`src/rtl/crt_timing_regs.svh`:
```
// register offsets, reset values and timing counts for the crt timing block
`ifndef CRT_TIMING_REGS_SVH
`define CRT_TIMING_REGS_SVH
`define CRT_OFF_CTRL 8'h00
`define CRT_OFF_CURSOR 8'h04
`define CRT_OFF_TOP 8'h08
`define CRT_OFF_STATUS 8'h0c
`define CRT_OFF_ADDR 8'h10
`define CRT_CTRL_SERR_BIT 0
`define CRT_CTRL_ONELINE_BIT 1
`define CRT_CTRL_CURLINE_LSB 4
`define CRT_CTRL_RESET 32'h00000000
`define CRT_DOTS_PER_CHAR 4'h8
`define CRT_LINES_PER_ROW 4'ha
`define CRT_CHARS_VIDEO 8'h50
`define CRT_CHARS_TOTAL 8'h64
`define CRT_HS_START 8'h54
`define CRT_HS_WIDTH 8'h08
`define CRT_HS_POL 1'b1
`define CRT_SERR_WIDTH 8'h04
`define CRT_ROWS_VIDEO 5'h18
`define CRT_LINES_F1 10'h106
`define CRT_LINES_F0 10'h138
`define CRT_VS_START 10'h0f4
`define CRT_VS_WIDTH 10'h003
`define CRT_VB_POL 1'b1
`define CRT_VS_POL 1'b1
`define CRT_VB_END_LINE 4'h0
`define CRT_CUR_DELAY 2
`define CRT_RESET_MIN_NS 250
`define CRT_CLK_NS 25
`define CRT_RESET_MIN_CYC ((`CRT_RESET_MIN_NS + `CRT_CLK_NS - 1) / `CRT_CLK_NS)
`endif

```
`src/rtl/crt_timing_pkg.sv`:
```
// types shared by the crt timing block
package crt_timing_pkg;
  typedef enum logic [1:0] {
    PH_VBLANK = 2'b00,
    PH_VIDEO = 2'b01
  } phase_type;
  typedef struct packed {
    logic hSync;
    logic vSync;
    logic vBlank;
    logic cursorEn;
    logic loadShift;
    logic recirc;
  } video_out_type;
endpackage

```
`src/rtl/crt_video_timing_control.sv`:
```
// video timing, sync, blanking and cursor generation with axi4-lite control
// Functional notes
// - horizontal sync with fixed width, position, polarity in character times
// - optional serration pulses on horizontal sync during vertical sync
// - vertical sync with fixed width, position, polarity in scan lines
// - cursor high two character times after address matches cursor register
// - cursor on every scan line of cell or one chosen line
// - cursor forced off during horizontal and vertical blanking
// - advanced mode shifts cursor a line earlier; first row loses first line
// - refresh input high selects first frame rate, low second rate
// - vertical blank starts after last video line, ends in prior row
// - address mode 1 aligns rows; 0 starts rows on previous last line
// - advanced addressing also moves recirculate and cursor one line earlier
// - in address mode 0, half-row input low repeats each even row's addressing on the following odd row
// - half-row second row suppresses shift load and cursor outputs
// - test clock input is ignored in normal operation
// - reset low halts, enters vertical blank, clears top and cursor registers
// - after reset timing resumes in vertical blank then addresses from zero
// - dots per character between 4 and 16; the 3-bit dot divider here counts only up to 8
// - scan lines per row between 2 and 16
// - single-line cursor needs blank end line 1, 0 or cursor line
`timescale 1ns/1ps
`include "crt_timing_regs.svh"
module crt_video_timing_control (
  input wire logic ref_clk,
  input wire logic rstn,
  input wire logic ce,
  input wire logic refreshSel,
  input wire logic addrMode,
  input wire logic fullRow,
  input wire logic testClk,
  input wire logic [7:0] s_axi_awaddr,
  input wire logic s_axi_awvalid,
  output logic s_axi_awready,
  input wire logic [31:0] s_axi_wdata,
  input wire logic [3:0] s_axi_wstrb,
  input wire logic s_axi_wvalid,
  output logic s_axi_wready,
  output logic [1:0] s_axi_bresp,
  output logic s_axi_bvalid,
  input wire logic s_axi_bready,
  input wire logic [7:0] s_axi_araddr,
  input wire logic s_axi_arvalid,
  output logic s_axi_arready,
  output logic [31:0] s_axi_rdata,
  output logic [1:0] s_axi_rresp,
  output logic s_axi_rvalid,
  input wire logic s_axi_rready,
  output logic [11:0] ramAddr,
  output logic [3:0] lineCount,
  output crt_timing_pkg::video_out_type vidOut
);
  // pin synchronisers
  logic [1:0] refSync_reg, modeSync_reg, fullSync_reg;
  logic refreshS, modeS, fullS;
  always_ff @(posedge ref_clk) begin
    if (!rstn) begin
      refSync_reg <= 2'h0;
      modeSync_reg <= 2'h0;
      fullSync_reg <= 2'h0;
    end else if (ce) begin
      refSync_reg <= {refSync_reg[0], refreshSel};
      modeSync_reg <= {modeSync_reg[0], addrMode};
      fullSync_reg <= {fullSync_reg[0], fullRow};
    end
  end
  assign refreshS = refSync_reg[1];
  assign modeS = modeSync_reg[1];
  assign fullS = fullSync_reg[1];
  // test clock has no internal load at all
  logic unusedTest;
  assign unusedTest = testClk;

  // registers
  logic [31:0] ctrl_reg;
  logic [11:0] cursor_reg, top_reg;
  logic serrEn, oneLine;
  logic [3:0] curLine;
  assign serrEn = ctrl_reg[`CRT_CTRL_SERR_BIT];
  assign oneLine = ctrl_reg[`CRT_CTRL_ONELINE_BIT];
  assign curLine = ctrl_reg[`CRT_CTRL_CURLINE_LSB +: 4];

  // axi4-lite write: address and data taken in either order
  logic awHave_reg, wHave_reg;
  logic [7:0] awAddr_reg;
  logic [31:0] wData_reg;
  logic [3:0] wStrb_reg;
  logic doWrite;
  assign s_axi_awready = !awHave_reg && !s_axi_bvalid;
  assign s_axi_wready = !wHave_reg && !s_axi_bvalid;
  assign doWrite = awHave_reg && wHave_reg && !s_axi_bvalid;
  assign s_axi_bresp = 2'h0;
  always_ff @(posedge ref_clk) begin
    if (!rstn) begin
      awHave_reg <= 1'b0;
      wHave_reg <= 1'b0;
      awAddr_reg <= 8'h00;
      wData_reg <= 32'h00000000;
      wStrb_reg <= 4'h0;
      s_axi_bvalid <= 1'b0;
    end else if (ce) begin
      if (s_axi_awvalid && s_axi_awready) begin
        awHave_reg <= 1'b1;
        awAddr_reg <= s_axi_awaddr;
      end
      if (s_axi_wvalid && s_axi_wready) begin
        wHave_reg <= 1'b1;
        wData_reg <= s_axi_wdata;
        wStrb_reg <= s_axi_wstrb;
      end
      if (doWrite) begin
        awHave_reg <= 1'b0;
        wHave_reg <= 1'b0;
        s_axi_bvalid <= 1'b1;
      end else if (s_axi_bvalid && s_axi_bready) begin
        s_axi_bvalid <= 1'b0;
      end
    end
  end
  function automatic logic [31:0] merge(input logic [31:0] old, input logic [31:0] nw,
                                        input logic [3:0] st);
    logic [31:0] r;
    r = old;
    for (int i = 0; i < 4; i++) begin
      if (st[i]) begin
        r[i*8 +: 8] = nw[i*8 +: 8];
      end
    end
    return r;
  endfunction
  logic [31:0] wMerged;
  always_comb begin
    wMerged = 32'h00000000;
    if (awAddr_reg == `CRT_OFF_CTRL) begin
      wMerged = merge(ctrl_reg, wData_reg, wStrb_reg);
    end else if (awAddr_reg == `CRT_OFF_CURSOR) begin
      wMerged = merge({20'h00000, cursor_reg}, wData_reg, wStrb_reg);
    end else if (awAddr_reg == `CRT_OFF_TOP) begin
      wMerged = merge({20'h00000, top_reg}, wData_reg, wStrb_reg);
    end
  end
  always_ff @(posedge ref_clk) begin
    if (!rstn) begin
      ctrl_reg <= `CRT_CTRL_RESET;
      cursor_reg <= 12'h000;
      top_reg <= 12'h000;
    end else if (ce && doWrite) begin
      if (awAddr_reg == `CRT_OFF_CTRL) begin
        ctrl_reg <= wMerged;
      end else if (awAddr_reg == `CRT_OFF_CURSOR) begin
        cursor_reg <= wMerged[11:0];
      end else if (awAddr_reg == `CRT_OFF_TOP) begin
        top_reg <= wMerged[11:0];
      end
    end
  end

  // timing state
  crt_timing_pkg::phase_type phase_reg;
  logic [2:0] dotDiv_reg;
  logic [7:0] charCnt_reg;
  logic [3:0] line_reg;
  logic [4:0] row_reg;
  logic [9:0] frameLine_reg;
  logic [11:0] addr_reg, rowStart_reg;
  logic charTick, lineTick, lastLine, advLine, pairSecond;
  logic [9:0] linesPerFrame;
  // dot clock divided to character rate; dots/char fixed at a legal 4..16
  assign charTick = (dotDiv_reg == 3'(`CRT_DOTS_PER_CHAR - 4'h1));
  assign lineTick = charTick && (charCnt_reg == `CRT_CHARS_TOTAL - 8'h01);
  // lines per row fixed at a legal 2..16
  assign lastLine = (line_reg == `CRT_LINES_PER_ROW - 4'h1);
  assign linesPerFrame = refreshS ? `CRT_LINES_F1 : `CRT_LINES_F0;
  // advanced mode: new row begins on previous row's last line
  assign advLine = modeS ? (line_reg == 4'h0) : lastLine;
  assign pairSecond = !fullS && row_reg[0];
  always_ff @(posedge ref_clk) begin
    if (!rstn) begin
      dotDiv_reg <= 3'h0;
      charCnt_reg <= 8'h00;
    end else if (ce) begin
      dotDiv_reg <= charTick ? 3'h0 : dotDiv_reg + 3'h1;
      if (charTick) begin
        charCnt_reg <= lineTick ? 8'h00 : charCnt_reg + 8'h01;
      end
    end
  end
  // reset parks at start of vertical blank; release resumes there
  always_ff @(posedge ref_clk) begin
    if (!rstn) begin
      phase_reg <= crt_timing_pkg::PH_VBLANK;
      frameLine_reg <= 10'(`CRT_ROWS_VIDEO) * 10'(`CRT_LINES_PER_ROW);
      line_reg <= 4'h0;
      row_reg <= 5'h00;
    end else if (ce && lineTick) begin
      if (frameLine_reg == linesPerFrame - 10'h001) begin
        frameLine_reg <= 10'h000;
        line_reg <= 4'h0;
        row_reg <= 5'h00;
        phase_reg <= crt_timing_pkg::PH_VIDEO;
      end else begin
        frameLine_reg <= frameLine_reg + 10'h001;
        line_reg <= lastLine ? 4'h0 : line_reg + 4'h1;
        if (lastLine) begin
          row_reg <= row_reg + 5'h01;
          if (row_reg == `CRT_ROWS_VIDEO - 5'h01) begin
            phase_reg <= crt_timing_pkg::PH_VBLANK;
          end
        end
      end
    end
  end
  // addressing; in address mode 0 half-row keeps the row start for the second row of a pair
  logic hVideo, inVideo;
  assign hVideo = charCnt_reg < `CRT_CHARS_VIDEO;
  assign inVideo = phase_reg == crt_timing_pkg::PH_VIDEO;
  always_ff @(posedge ref_clk) begin
    if (!rstn) begin
      addr_reg <= 12'h000;
      rowStart_reg <= 12'h000;
    end else if (ce && charTick) begin
      if (lineTick) begin
        if (frameLine_reg == linesPerFrame - 10'h001) begin
          addr_reg <= top_reg; // first row starts from top of page
          rowStart_reg <= top_reg;
        end else if (inVideo && advLine && !(!fullS && !row_reg[0] && lastLine)) begin
          addr_reg <= addr_reg; // next row continues sequentially
          rowStart_reg <= addr_reg;
        end else if (inVideo) begin
          addr_reg <= rowStart_reg;
        end
      end else if (hVideo) begin
        addr_reg <= addr_reg + 12'h001;
      end
    end
  end
  assign ramAddr = addr_reg;
  assign lineCount = line_reg;

  // cursor compare and two character delay
  logic curMatch, curDelayed, curLineOk, vbNow;
  logic [3:0] effLine;
  assign curMatch = (addr_reg == cursor_reg) && hVideo;
  crt_cursor_delay curDelay (
    .ref_clk(ref_clk),
    .rstn(rstn),
    .ce(ce),
    .charTick(charTick),
    .matchIn(curMatch),
    .matchOut(curDelayed)
  );
  // advanced mode moves cursor one line earlier
  assign effLine = (!modeS) ? (lastLine ? 4'h0 : line_reg + 4'h1) : line_reg;
  // single line cursor; blank end line kept at 0 for compatibility
  assign curLineOk = oneLine ? (effLine == curLine) : 1'b1;
  // vertical blank also covers the advanced first line of row 0
  assign vbNow = !inVideo || (!modeS && (frameLine_reg == linesPerFrame - 10'h001)
                 && (line_reg != `CRT_VB_END_LINE));

  logic vsAct, hsAct, serr;
  logic [9:0] vsOff;
  logic [7:0] hsOff;
  assign vsOff = frameLine_reg - `CRT_VS_START;
  assign vsAct = vsOff < `CRT_VS_WIDTH;
  assign hsOff = charCnt_reg - `CRT_HS_START;
  assign hsAct = hsOff < `CRT_HS_WIDTH;
  // serrations: short pulse at line start and mid line while vertical sync
  assign serr = (charCnt_reg < `CRT_SERR_WIDTH) ||
                ((charCnt_reg - (`CRT_CHARS_TOTAL >> 1)) < `CRT_SERR_WIDTH);
  // outputs registered on character ticks only
  always_ff @(posedge ref_clk) begin
    if (!rstn) begin
      vidOut <= '{hSync: !`CRT_HS_POL, vSync: !`CRT_VS_POL, vBlank: `CRT_VB_POL,
                  cursorEn: 1'b0, loadShift: 1'b0, recirc: 1'b0};
    end else if (ce && charTick) begin
      vidOut.hSync <= ((serrEn && vsAct) ? serr : hsAct) ~^ `CRT_HS_POL;
      vidOut.vSync <= vsAct ~^ `CRT_VS_POL;
      vidOut.vBlank <= vbNow ~^ `CRT_VB_POL;
      // blanking and half-row second row kill the cursor
      vidOut.cursorEn <= curDelayed && curLineOk && hVideo && !vbNow && !pairSecond;
      vidOut.loadShift <= hVideo && !vbNow && !pairSecond;
      vidOut.recirc <= !advLine;
    end
  end

  // status and read path
  logic [31:0] rdVal;
  always_comb begin
    rdVal = 32'h00000000;
    if (s_axi_araddr == `CRT_OFF_CTRL) begin
      rdVal = ctrl_reg;
    end else if (s_axi_araddr == `CRT_OFF_CURSOR) begin
      rdVal = {20'h00000, cursor_reg};
    end else if (s_axi_araddr == `CRT_OFF_TOP) begin
      rdVal = {20'h00000, top_reg};
    end else if (s_axi_araddr == `CRT_OFF_STATUS) begin
      rdVal = {16'h0000, row_reg, line_reg, vidOut.vBlank, vidOut.vSync,
               vidOut.hSync, vidOut.cursorEn, fullS, modeS, refreshS};
    end else if (s_axi_araddr == `CRT_OFF_ADDR) begin
      rdVal = {20'h00000, addr_reg};
    end
  end
  assign s_axi_arready = !s_axi_rvalid;
  assign s_axi_rresp = 2'h0;
  always_ff @(posedge ref_clk) begin
    if (!rstn) begin
      s_axi_rvalid <= 1'b0;
      s_axi_rdata <= 32'h00000000;
    end else if (ce) begin
      if (s_axi_arvalid && s_axi_arready) begin
        s_axi_rvalid <= 1'b1;
        s_axi_rdata <= rdVal;
      end else if (s_axi_rvalid && s_axi_rready) begin
        s_axi_rvalid <= 1'b0;
      end
    end
  end
endmodule

```
`src/rtl/crt_cursor_delay.sv`:
```
// first stage of the two character-time cursor delay; the output register is the second
`timescale 1ns/1ps
module crt_cursor_delay (
  input wire logic ref_clk,
  input wire logic rstn,
  input wire logic ce,
  input wire logic charTick,
  input wire logic matchIn,
  output logic matchOut
);
  // one stage only: a second one here plus the output register would make three
  logic pipe_reg;
  always_ff @(posedge ref_clk) begin
    if (!rstn) begin
      pipe_reg <= 1'b0;
    end else if (ce && charTick) begin
      pipe_reg <= matchIn;
    end
  end
  assign matchOut = pipe_reg;
endmodule

```
`config.mk`:
```
export PLATFORM = sky130hd
export DESIGN_NAME = crt_video_timing_control
export DESIGN_NICKNAME = d
export VERILOG_FILES = /design/src/rtl/crt_timing_pkg.sv /design/src/rtl/crt_video_timing_control.sv /design/src/rtl/crt_cursor_delay.sv
export VERILOG_INCLUDE_DIRS = /design/src /design/src/rtl
export SDC_FILE = /design/constraint.sdc
export NUM_CORES = 1
export LEC_CHECK = 0
export ABC_CLOCK_PERIOD_IN_PS = 2900
export BUFFER_PORTS_ARGS = -buffer_cell sky130_fd_sc_hd__buf_2
export CAP_MARGIN = 20
export CORE_MARGIN = 2
export CORE_UTILIZATION = 50
export CTS_CLUSTER_DIAMETER = 200
export DETAILED_ROUTE_END_ITERATION = 7
export PLACE_DENSITY_LB_ADDON = 0.1
export SKIP_LAST_GASP = 1
export SYNTH_ARGS = -nofsm -noshare
export SYNTH_HDL_FRONTEND = slang
export SYNTH_SLANG_ARGS = --single-unit
```
`constraint.sdc`:
```
create_clock -name ref_clk -period 2.9 [get_ports ref_clk]
set_input_delay 0 -clock ref_clk [delete_from_list [all_inputs] [get_ports ref_clk]]
set_output_delay 0 -clock ref_clk [all_outputs]
set_load 0.01 [all_outputs]
```
==> Word-level counts from Yosys, hierarchy flattened <==
Cells that the tools add are included.
{ "totals": {"input_bits": 64, "reg_bits": 205, "out_inout_bits": 63} }
{ "op_classes": {"eq_ne": 19, "magnitude_cmp": 5, "muxes": 47, "reduce_logical": 72, "addsub": 10, "n_bitwise": 2} }
{ "ops": {"columns": ["cell", "n"], "rows": [
  ["12-bit 2-to-1 mux", 8],
  ["8-bit 2-to-1 mux", 11],
  ["16-bit 2-to-1 mux", 4],
  ["32-bit 2-to-1 mux", 2],
  ["1-bit logical AND", 28],
  ["8-bit by 4-bit == test with 1-bit output (second input constant)", 3],
  ["2-bit AND reduction", 10],
  ["3-bit AND reduction", 6],
  ["8-bit by 3-bit == test with 1-bit output (second input constant)", 2],
  ["8-bit zero test", 2],
  ["8-bit by 3-bit < comparator with 1-bit output (second input constant)", 2],
  ["2-bit nonzero test", 8],
  ["12-bit by 1-bit adder with 12-bit output (second input constant)", 1],
  ["12-bit == test", 1],
  ["1-bit zero test", 12],
  ["4-bit 2-to-1 mux", 3],
  ["1-bit 2-to-1 mux", 11],
  ["10-bit by 1-bit adder with 10-bit output (second input constant)", 1],
  ["10-bit == test", 1],
  ["10-bit by 2-bit < comparator with 1-bit output (second input constant)", 1],
  ["10-bit 2-to-1 mux", 1],
  ["5-bit 2-to-1 mux", 2],
  ["10-bit by 8-bit subtractor with 10-bit output (second input constant)", 1],
  ["9-bit by 1-bit subtractor with 10-bit output (second input constant)", 1],
  ["other kinds (26)", 33]
]} }

==> Logic depth before layout (Yosys ltp) <==
Gate-level depths: netlist of run 1.
{ "depth": {"word_depth": 9, "mapped_depth": 10} }

==> Hierarchy <==
Synthesis of run 1 repeated with hierarchy kept, for this count alone.
{ "hier_totals": {"cells_unflattened": 1209, "area_unflattened_um2": 9625.5} }
{ "modules_own_cells": {"columns": ["mod", "cells_per_inst", "n_inst", "area_each_um2"], "rows": [
  ["crt_video_timing_control", 1204, 1, 9584.2],
  ["crt_cursor_delay", 5, 1, 41.3]
]} }

==> Worst setup path after synthesis of run 1 <==
No wires, ideal clock.
{ "synth_timing": {"kind": "register -> register", "from": "register line_reg[1] (netlist: lineCount[1])", "to": "register addr_reg[4] (netlist: ramAddr[4])", "path_buffers": 0, "slack_ns": 0.768, "path_stages_with_launch": 9, "arrival_ns": 2.015, "required_ns": 2.784, "path_cell_list": "dfxtp_1 inv_1 ha_1 nor4bb_1 a211oi_1 nor3_1 a221oi_1 nor3_1 a31o_2"} }
{ "synth_via": {"elab_chain_cells": 6, "elab_cells_between_ends": 9, "cone_classes": "eq/ne: 2; mux: 1; reduce/logical: 6"} }
{ "synth_rtl": {"columns": ["element", "line", "source"], "rows": [
  ["from (decl)", "crt_video_timing_control.sv:162", "logic [3:0] line_reg;"],
  ["from (signal assigned)", "crt_video_timing_control.sv:203", "line_reg <= lastLine ? 4'h0 : line_reg + 4'h1;"],
  ["4-bit == test / 4-bit zero test (equally long branches)", "crt_video_timing_control.sv:172, crt_video_timing_control.sv:175", null],
  ["1-bit 2-to-1 mux / 1-bit logical AND (equally long branches)", "crt_video_timing_control.sv:175, crt_video_timing_control.sv:226", null],
  ["1-bit logical AND / 1-bit zero test (equally long branches)", "crt_video_timing_control.sv:226", "end else if (inVideo && advLine && !(!fullS && !row_reg[0] && lastLine)) begin"],
  ["1-bit logical AND *", "crt_video_timing_control.sv:226", null],
  ["3-bit inequality test (no line) *", null, null],
  ["4-bit AND reduction (no line) *", null, null],
  ["to (signal assigned)", "crt_video_timing_control.sv:224", "addr_reg <= top_reg;"],
  ["to (signal assigned)", "crt_video_timing_control.sv:227", "addr_reg <= addr_reg;"],
  ["to (signal assigned)", "crt_video_timing_control.sv:230", "addr_reg <= rowStart_reg;"],
  ["to (decl)", "crt_video_timing_control.sv:165", "logic [11:0] addr_reg, rowStart_reg;"]
]} }
Mark *: on every way between the ends. The rest lies on a longest branch, timed or not.
A chain may end at the register's enable or synchronous reset.

==> Worst setup path after layout of run 1 <==
Ends and elaborated chain as after synthesis.

==> results of run 1 <==
-- cell type report --
class / instances / area (um^2)
Fill cell: 1689 / 7141
Multi-Input combinational cell: 885 / 5117
Sequential cell: 204 / 4084
Timing Repair Buffer: 208 / 1406
Clock buffer: 34 / 655.6
Tap cell: 260 / 325.3
Inverter: 14 / 52.55
Clock inverter: 6 / 43.79
Antenna cell: 2 / 5.005
-- power by group --
part | total (mW) | internal, mW | switching [mW]
registers | 2.90 | 2.85 | 0.0494
logic | 0.470 | 0.204 | 0.266
clock network | 2.70 | 1.56 | 1.14
total | 6.07 | 4.62 | 1.45
-- metal layers --
layer | part of all wire (%) | track usage [%]
met4 | 2.9 | 8.755
met5 | 0 | 0
met1 | 45 | 37.79
met3 | 7.2 | 5.030
met2 | 44 | 41.75
-- final timing paths --
path,to,startpoint,slack (ns),cells past startpoint
max,ramAddr[4]$_SDFFE_PN0P_,lineCount[1]$_SDFFE_PN0P_,0.44,8
min,wHave_reg$_SDFFE_PN0P_,ce,0.05,4
max reg2reg,ramAddr[4]$_SDFFE_PN0P_,lineCount[1]$_SDFFE_PN0P_,0.44,8
min reg2reg,s_axi_rdata[18]$_SDFFE_PN0P_,s_axi_rdata[18]$_SDFFE_PN0P_,0.45,2
-- worst register-to-register path, delay by kind of cell, from the launching register on --
kind | cells | cell delay, ns
AO/OA/AOI/OAI | 3 | 1.01
flip-flops | 1 | 0.47
AND/OR/NAND/NOR | 3 | 0.51
adder cells (fa/ha/maj) | 1 | 0.25
buffers and inverters | 1 | 0.13
-- cells by family (layout without fill, tap and decap cells) --
logic type               Yosys count  after routing  synth area share [%]
AO/OA/AOI/OAI                    355            355                 23.30
XOR/XNOR                          33             33                 3.001
adder cells (fa/ha/maj)           14             14                 1.819
buffers and inverters            112            262                 4.741
flip-flops                       204            204                 42.40
multiplexers                      34             34                 3.572
other                              1              6               0.03893
AND/OR/NAND/NOR                  445            445                 21.12
-- cell usage after synthesis, types with 7 or more instances --
master / n
a21boi_0: 47
nor2_1: 82
xor2_1: 25
inv_1: 14
ha_1: 14
nand2_1: 214
a221o_1: 24
a211oi_1: 16
a311oi_1: 10
nand3_1: 52
and2_1: 7
nand4_1: 12
mux2i_1: 31
and3_1: 9
buf_2: 10
nor3_1: 17
clkbuf_1: 76
xnor2_1: 8
o21ai_0: 89
dfxtp_1: 204
a21oi_1: 118
nor2b_1: 13
-- per-stage QoR --
step / cells / utilization (%) / power, mW / area [um^2]
3_5_place_dp: 1512 / 55.20 / 3.368 / 10400
5_1_grt: 1612 / 62.07 / 6.282 / 11690
6_report: 1613 / 62.08 / 6.073 / 11690
4_1_cts: 1611 / 62.05 / 6.130 / 11690
2_1_floorplan: 1201 / - / 3.222 / 9643
3_3_place_gp: 1512 / 55.20 / 3.360 / 10400
-- what timing repair did --
item,CTS,global route
setup buffers,0,0
hold endpoints to repair,52,0
hold buffers,59,0
gates resized for setup,0,0
==> flow_summary.toml, run 1 <==
[logic_synthesis]
synth_edf_count = 0
syn_inst = 1198
synth.area.top_cells = "dfxtp_1 42%, nand2_1 8.3%, a21oi_1 6.1%, o21ai_0 4.6%, a21boi_0 3.7%"
ys.flop_type = "dfxtp_1"
synth.largest_area_cell = "dfxtp_1"
ys_seq_elements = 204
synth.distinct_cells = 70
avgSynthCellArea_um2 = 8.040
synthesis.area_um2 = 9632
synth_top_area_share_pct = 42.40
yosys_warnings = 0
ys_seq_area_share_pct = 42.40
async_flop_share_pct = 0

[power]
powerDensity_nw_per_um2 = 519.5
leakage_nw = 4.496
peakVddDrop_v = 0.0003262

[flow_run]
drv_cap = 0

[worst_setup_path]
path_common_cell = "nor3_1"
cp-end-kind = "flop"
cp.buffers_inverters = 1
required_ns = 3.31
cpMaxStageDelayCell = "a211oi_1"
crit_type = "reg2reg"
critPathTopFamily = "compound AO/OA/AOI/OAI gates"
critPathLaunchType = "flop"
cp_max_fo = 8
cp_slowest_stage_delay_ns = 0.49
crit_chain = "inv_1 > ha_1 > nor4bb_1 > a211oi_1 > nor3_1 > a221oi_1 > nor3_1 > a31o_2"
arrival_ns = 2.87

[sta]
worst_pin_slew_ns = 1.052
hold_violations = 0
relSlewSlack_pct = 29.86
setup_viol = 0
post-route-period-util_pct = 84.94
max_freq_mhz = 406.0
period_minus_slack_ns = 2.463
fin_setup_tns_ns = 0
fin_skew_ns = 0.007858
hold-worst-slack_ns = 0.04828
setup_slack_ns = 0.4368
rsz0062_at_grt = "no"
drv_slew = 0

[clock_network]
clkSinkCount = 204
clkLatencyLatePin_ns = 0.51
htreeDepth = 1
cts_made_buffers = 22
root_buffer = "clkbuf_16"
cts_tree = "done"
clk_pin_slew_ns = 0.06
clock_path_buffers = 3

[global_route]
grt_pass1_vias = 8077
antenna_found_initial = 2
grt_usage_pct = 26.89
grt_overflow_total = 0
grt_first_pass_wirelength_mm = 43.70
grt_max_degree = 112

[floorplanning]
dieArea_um2 = 20390
coreArea_um2 = 18830
io_pins = 127
row_count = 50
die_height_um = 142.8
die_w_um = 142.8
start_util_pct = 51.15

[placed_design]
port_buffers = 121
post-place-ws_ns = 0.4905
gp_congestion = 0.8986
place_hpwl_mm = 18.86

[routing]
drt_iter0_drc = 760
num_vias = 9075
avgViaCountPerCell = 5.626
wl_per_cell_um = 17.44
first_pass_iters = 7
route.detailed.drc = 0
final_antenna_net_count = 0
totalWireLength_mm = 28.13

[layout]
final_cell_mix = "214 x nand2_1, 204 x dfxtp_1, 121 x buf_2"
drive_gt1_share_pct = 15.17
mostFrequentLayoutCell = "nand2_1"
nets = 1413
area_growth_pct = 21.37

[min_path]
hp-class = "in2reg"

[run_status]
outcome = "finished clean"
No activity file was read; power rests on OpenSTA's default activity.
==> inputs of run 2 (changes only) <==
ABC_CLOCK_PERIOD_IN_PS = 2300   (was 2900)
clock period = 2.3 ns   (was 2.9 ns; I/O delays follow)
==> run 2 against run 1 <==
First-iteration DRC count fell by 16%. Non-clock buffer count rose by 27. Count of clock-buffer cells in the layout did not move. Routed wire length fell by 1.0%. Sequential share of layout area fell by 0.87 points. Critical endpoint is now row_reg[3]$_SDFFE_PN0P_. Largest power group unchanged. Highest routed layer unchanged.
==> flow_summary.toml, run 2 (synthesized netlist as in run 1, its figures left out) <==
[clock_network]
clkLatencyLatePin_ns = 0.50
clock_path_buffers = 3
cts_tree = "done"
htreeDepth = 1
cts_made_buffers = 22
clk_pin_slew_ns = 0.06
clkSinkCount = 204
root_buffer = "clkbuf_16"

[placed_design]
place_inst = 1543
place_hpwl_mm = 19.31
port_buffers = 121
gp_congestion = 0.9411

[routing]
totalWireLength_mm = 27.85
avgViaCountPerCell = 5.577
route.detailed.drc = 0
final_antenna_net_count = 0
first_pass_iters = 5
num_vias = 9147
wl_per_cell_um = 16.98
drt_iter0_drc = 639

[global_route]
grt_first_pass_wirelength_mm = 43.48
grt_pass1_vias = 8217
grt_usage_pct = 26.52
antenna_found_initial = 3
grt_overflow_total = 0
grt_max_degree = 80

[power]
cellInternalPower_mw = 6.104
peakVddDrop_v = 0.0004063
powerDensity_nw_per_um2 = 659.8
clockPowerShare_pct = 46.2
leakage_nw = 4.693
p_sw_mw = 1.807
combPwrFrac_pct = 7.6
p_sw_share_pct = 22.85
p_seq_share_pct = 46.2

[sta]
drv_slew = 0
fin_skew_ns = 0.009956
hold-worst-slack_ns = 0.08192
relSlewSlack_pct = 50.59
period_minus_slack_ns = 2.184
worst_pin_slew_ns = 0.7412
max_freq_mhz = 457.9
post-route-period-util_pct = 94.95
hold_violations = 0
rsz0062_at_grt = "yes"
setup_viol = 0

[run_status]
outcome = "finished clean"

[min_path]
hold_path_end = "s_axi_rdata[14]$_SDFFE_PN0P_"
worstHoldPathCells = 5
min-delay-start = "s_axi_araddr[4]"
hp-class = "in2reg"

[floorplanning]
row_count = 50
start_util_pct = 51.15
coreArea_um2 = 18830
die_height_um = 142.8
io_pins = 127
die_w_um = 142.8
dieArea_um2 = 20390

[layout]
final_cell_mix = "214 x nand2_1, 204 x dfxtp_1, 121 x buf_2"
finalNonFillerCells = 1640
area_growth_pct = 24.47
mostFrequentLayoutCell = "nand2_1"
nets = 1440
drive_gt1_share_pct = 17.21
fill_cells = 1674

[worst_setup_path]
arrival_ns = 2.57
cpMaxStageDelayCell = "or4b_1"
r2r_cells = 7
cp_slowest_stage_delay_ns = 0.57
crit_chain = "or4b_1 > a211o_1 > buf_4 > a21oi_1 > nand4_1 > xor2_1 > nor2_1"
reg2reg_from = "frameLine_reg[1]$_SDFFE_PN0P_"
required_ns = 2.69
timing.rr.end = "row_reg[3]$_SDFFE_PN0P_"
critPathLaunchType = "flop"
cp_max_fo = 21
cp-end-kind = "flop"
crit_type = "reg2reg"
r2r_slack_ns = 0.12

[flow_run]
drv_cap = 0
run 2: cell count changes in the layout (fill, tap and decap cells not counted), sizes merged:
cell / change
diode: +1
buf: +31
clkinvlp: -1
bufinv: +2
clkinv: -2
dlygate4sd3: -4
run 2: critical path, delay by kind of cell, from the launching register on:
family / cells / cell delay (ns)
buffers and inverters: 1 / 0.23
xor gates and xnor gates: 1 / 0.16
AOI/OAI and AO/OA: 2 / 0.61
DFF: 1 / 0.30
and+or+nand+nor: 3 / 0.77
run 2: what timing repair did:
action                                 4_1_cts  5_1_grt
setup endpoints to repair                    5       12
resized for setup                            1        4
setup buffers                                0        0
hold buffers                                55        0
pin swaps                                    0        1
endpoints found under the hold margin       58        0
run 2: through the flow:
step	TNS, ns	area, um^2	util, %	setup slack (ns)	power, mW
after floorplan	0	9643	-	0.1684	4.063
after global placement	0	10650	56.57	0.08325	4.248
after detailed placement	-0.08219	10650	56.57	-0.04592	4.254
after CTS	0	11960	63.51	0.07609	7.960
after global routing	-0.04332	11980	63.64	-0.02509	8.195
final	0	11990	63.67	0.1161	7.911
run 2: routing by layer:
| layer | GRT usage (%) | wire length (um) |
|---|---|---|
| met3 | 4.460 | 1782 |
| met2 | 42.41 | 12630 |
| met1 | 37.28 | 12820 |
| met4 | 6.879 | 607 |
| met5 | 0 | 0 |
run 2: layout make-up:
type | count | area [um^2] | area share (%)
flip-flops and latches | 204 | 4084 | 34.06
diodes | 3 | 7.507 | 0.06262
clock inverters | 5 | 75.07 | 0.6262
well taps | 260 | 325.3 | 2.713
repair buffers | 235 | 1632 | 13.61
inverters | 14 | 52.55 | 0.4383
multi-input cells | 885 | 5136 | 42.84
clock buffers | 34 | 676.9 | 5.646
run 2: power groups by stage:
stage | clock network (mW) | logic (mW) | registers [mW]
floorplan | 0 | 0.350 | 3.71
global route | 3.87 | 0.666 | 3.66
global placement | 0 | 0.515 | 3.73
finish | 3.65 | 0.601 | 3.66
CTS | 3.71 | 0.594 | 3.66
detailed placement | 0 | 0.520 | 3.73
run 2: worst max path at each step:
stage                                       start                       to  slack, ns  cells past startpoint
finish              frameLine_reg[1]$_SDFFE_PN0P_  row_reg[3]$_SDFFE_PN0P_       0.12                      7
floorplan               lineCount[1]$_SDFFE_PN0P_  ramAddr[4]$_SDFFE_PN0P_       0.17                      8
global route        frameLine_reg[1]$_SDFFE_PN0P_  row_reg[4]$_SDFFE_PN0P_      -0.03                      7
global placement        lineCount[1]$_SDFFE_PN0P_  ramAddr[0]$_SDFFE_PN0P_       0.08                      9
CTS                     lineCount[0]$_SDFFE_PN0P_  ramAddr[4]$_SDFFE_PN0P_       0.08                      8
detailed placement      lineCount[1]$_SDFFE_PN0P_  ramAddr[0]$_SDFFE_PN0P_      -0.05                      9
==> inputs of run 3 (changes only) <==
BUFFER_PORTS_ARGS = not set   (was -buffer_cell sky130_fd_sc_hd__buf_2)
DONT_BUFFER_PORTS = 1   (was not set)
==> run 3 against run 2 <==
Combinational power decreased by 9.0%. Sequential share of layout area increased by 1.2 points. Die area stayed put. Critical path type unchanged. Largest cell class unchanged. Flip-flop and latch count stayed put. Largest power group unchanged. Clock power shrank 8.2%. Cell count down 6.2%. Register-to-register slack improved by 0.03 ns.
==> flow_summary.toml, run 3 (synthesized netlist as in run 1, its figures left out) <==
[sta]
setup_viol = 0
fin_skew_ns = 0.01075
drv_slew = 0
period_minus_slack_ns = 2.152
relSlewSlack_pct = 43.35
fin_setup_tns_ns = 0
post-route-period-util_pct = 93.56
worst_pin_slew_ns = 0.8498
max_freq_mhz = 464.7
hold_violations = 0
rsz0062_at_grt = "no"

[global_route]
grt_first_pass_wirelength_mm = 43.76
grt_use_met2_pct = 43.29
top_usage_layer = "met2"
use_met3_pct = 5.634
grt_overflow_total = 0
grtUsageMet1_pct = 37.09
grt_pass1_vias = 8020
antenna_found_initial = 1
grt_usage_pct = 26.86
grt_max_degree = 114

[placed_design]
place_inst = 1426
place_hpwl_mm = 18.88
port_buffers = 0
gp_congestion = 0.9154

[run_status]
outcome = "finished clean"

[min_path]
hp-class = "in2reg"
worstHoldPathCells = 4

[layout]
fill_cells = 1667
multi_input_area_um2 = 5149
utilization_pct = 61.44
mostFrequentLayoutCell = "nand2_1"
final_cell_mix = "214 x nand2_1, 204 x dfxtp_1, 118 x a21oi_1"
area_growth_pct = 20.11
finalNonFillerCells = 1539
drive_gt1_share_pct = 9.695
nets = 1341
insertedDiodeCount = 0
final-seq-area_um2 = 4084

[routing]
avgViaCountPerCell = 5.734
totalWireLength_mm = 28.02
num_vias = 8824
wl_per_cell_um = 18.21
first_pass_iters = 5
drt_iter0_drc = 565
final_antenna_net_count = 0
route.detailed.drc = 0

[clock_network]
clkLatencyLatePin_ns = 0.51
clock_path_buffers = 3
root_buffer = "clkbuf_16"
cts_made_buffers = 22
clkSinkCount = 204
cts_tree = "done"
htreeDepth = 1
clk_pin_slew_ns = 0.06

[worst_setup_path]
path_depth = 7
required_ns = 2.68
cp_slowest_stage_delay_ns = 0.59
cpMaxStageDelayCell = "or4b_1"
arrival_ns = 2.54
critPathLaunchType = "flop"
cp.buffers_inverters = 1
critPathTopFamily = "simple AND/OR/NAND/NOR gates"
crit_chain = "or4b_1 > a211o_1 > buf_4 > a21oi_1 > nand4_1 > xor2_1 > nor2_1"
cp-end-kind = "flop"
r2r_cells = 7
crit_type = "reg2reg"
cp_max_fo = 4

[flow_run]
drv_cap = 0

[floorplanning]
row_count = 50
die_w_um = 142.8
coreArea_um2 = 18830
die_height_um = 142.8
dieArea_um2 = 20390
start_util_pct = 51.15
io_pins = 127

[power]
peakVddDrop_v = 0.0005092
leakage_nw = 4.189
powerDensity_nw_per_um2 = 653.8
-- run 3: cell types whose count changed in the layout (fill, tap and decap cells not counted), sizes merged, moves of 2 or more --
cell	before	now
dlygate4sd3	55	71
clkinv	3	6
buf	180	64
bufinv	2	0
diode	3	0
-- run 3: layout make-up --
class | instances | area share (%)
tap | 260 | 2.812
multi-input combinational | 885 | 44.51
clock buffer | 33 | 5.462
timing repair buffer | 136 | 11.04
clock inverter | 7 | 0.4218
sequential | 204 | 35.30
inverter | 14 | 0.4543
-- run 3: repair_timing --
item | 4_1_cts | 5_1_grt
endpoints found under the hold margin | 175 | 0
setup buffers | 0 | 0
hold buffers | 73 | 0
setup endpoints to repair | 0 | 67
gates resized for setup | 0 | 9
-- run 3: per-layer routing --
layer	wire, um	vias to the layer above
li1	-	4363
met1	12880	4148
met2	12670	273
met3	1894	38
met4	568	2
met5	16	-
-- run 3: path summary, 6_finish.rpt --
path                                               startpoint                            to  slack [ns]
worst max-delay path            frameLine_reg[1]$_SDFFE_PN0P_       row_reg[4]$_SDFFE_PN0P_        0.15
worst min-delay path                          s_axi_araddr[3]  s_axi_rdata[15]$_SDFFE_PN0P_       0.007
worst max register to register  frameLine_reg[1]$_SDFFE_PN0P_       row_reg[4]$_SDFFE_PN0P_        0.15
worst min register to register     wData_reg[22]$_SDFFE_PN0P_    wData_reg[22]$_SDFFE_PN0P_        0.45
-- run 3: per-stage QoR --
stage                     power (mW)  area (um^2)  hold slack, ns  worst slack (ns)
after global placement         4.141        10100         0.08702            0.1253
after global routing           7.828        11570         0.01828           0.01245
after detailed placement       4.148        10100         0.08856           0.08062
after floorplan                4.063         9643          0.1360            0.1684
final                          7.563        11570        0.007468            0.1480
after CTS                      7.615        11530        0.003424           0.01369
-- run 3: tightest hold or removal path, delay by kind of cell --
kind	cells	cell delay, ns
AOI/OAI and AO/OA	2	0.30
and+or+nand+nor	2	0.16
-- run 3: report_power, final --
group | switching (mW) | internal, mW | leakage [nW]
Sequential | 0.0707 | 3.60 | 1.65
Clock | 1.44 | 1.90 | 0.335
Combinational | 0.311 | 0.236 | 2.20
Total | 1.82 | 5.74 | 4.19
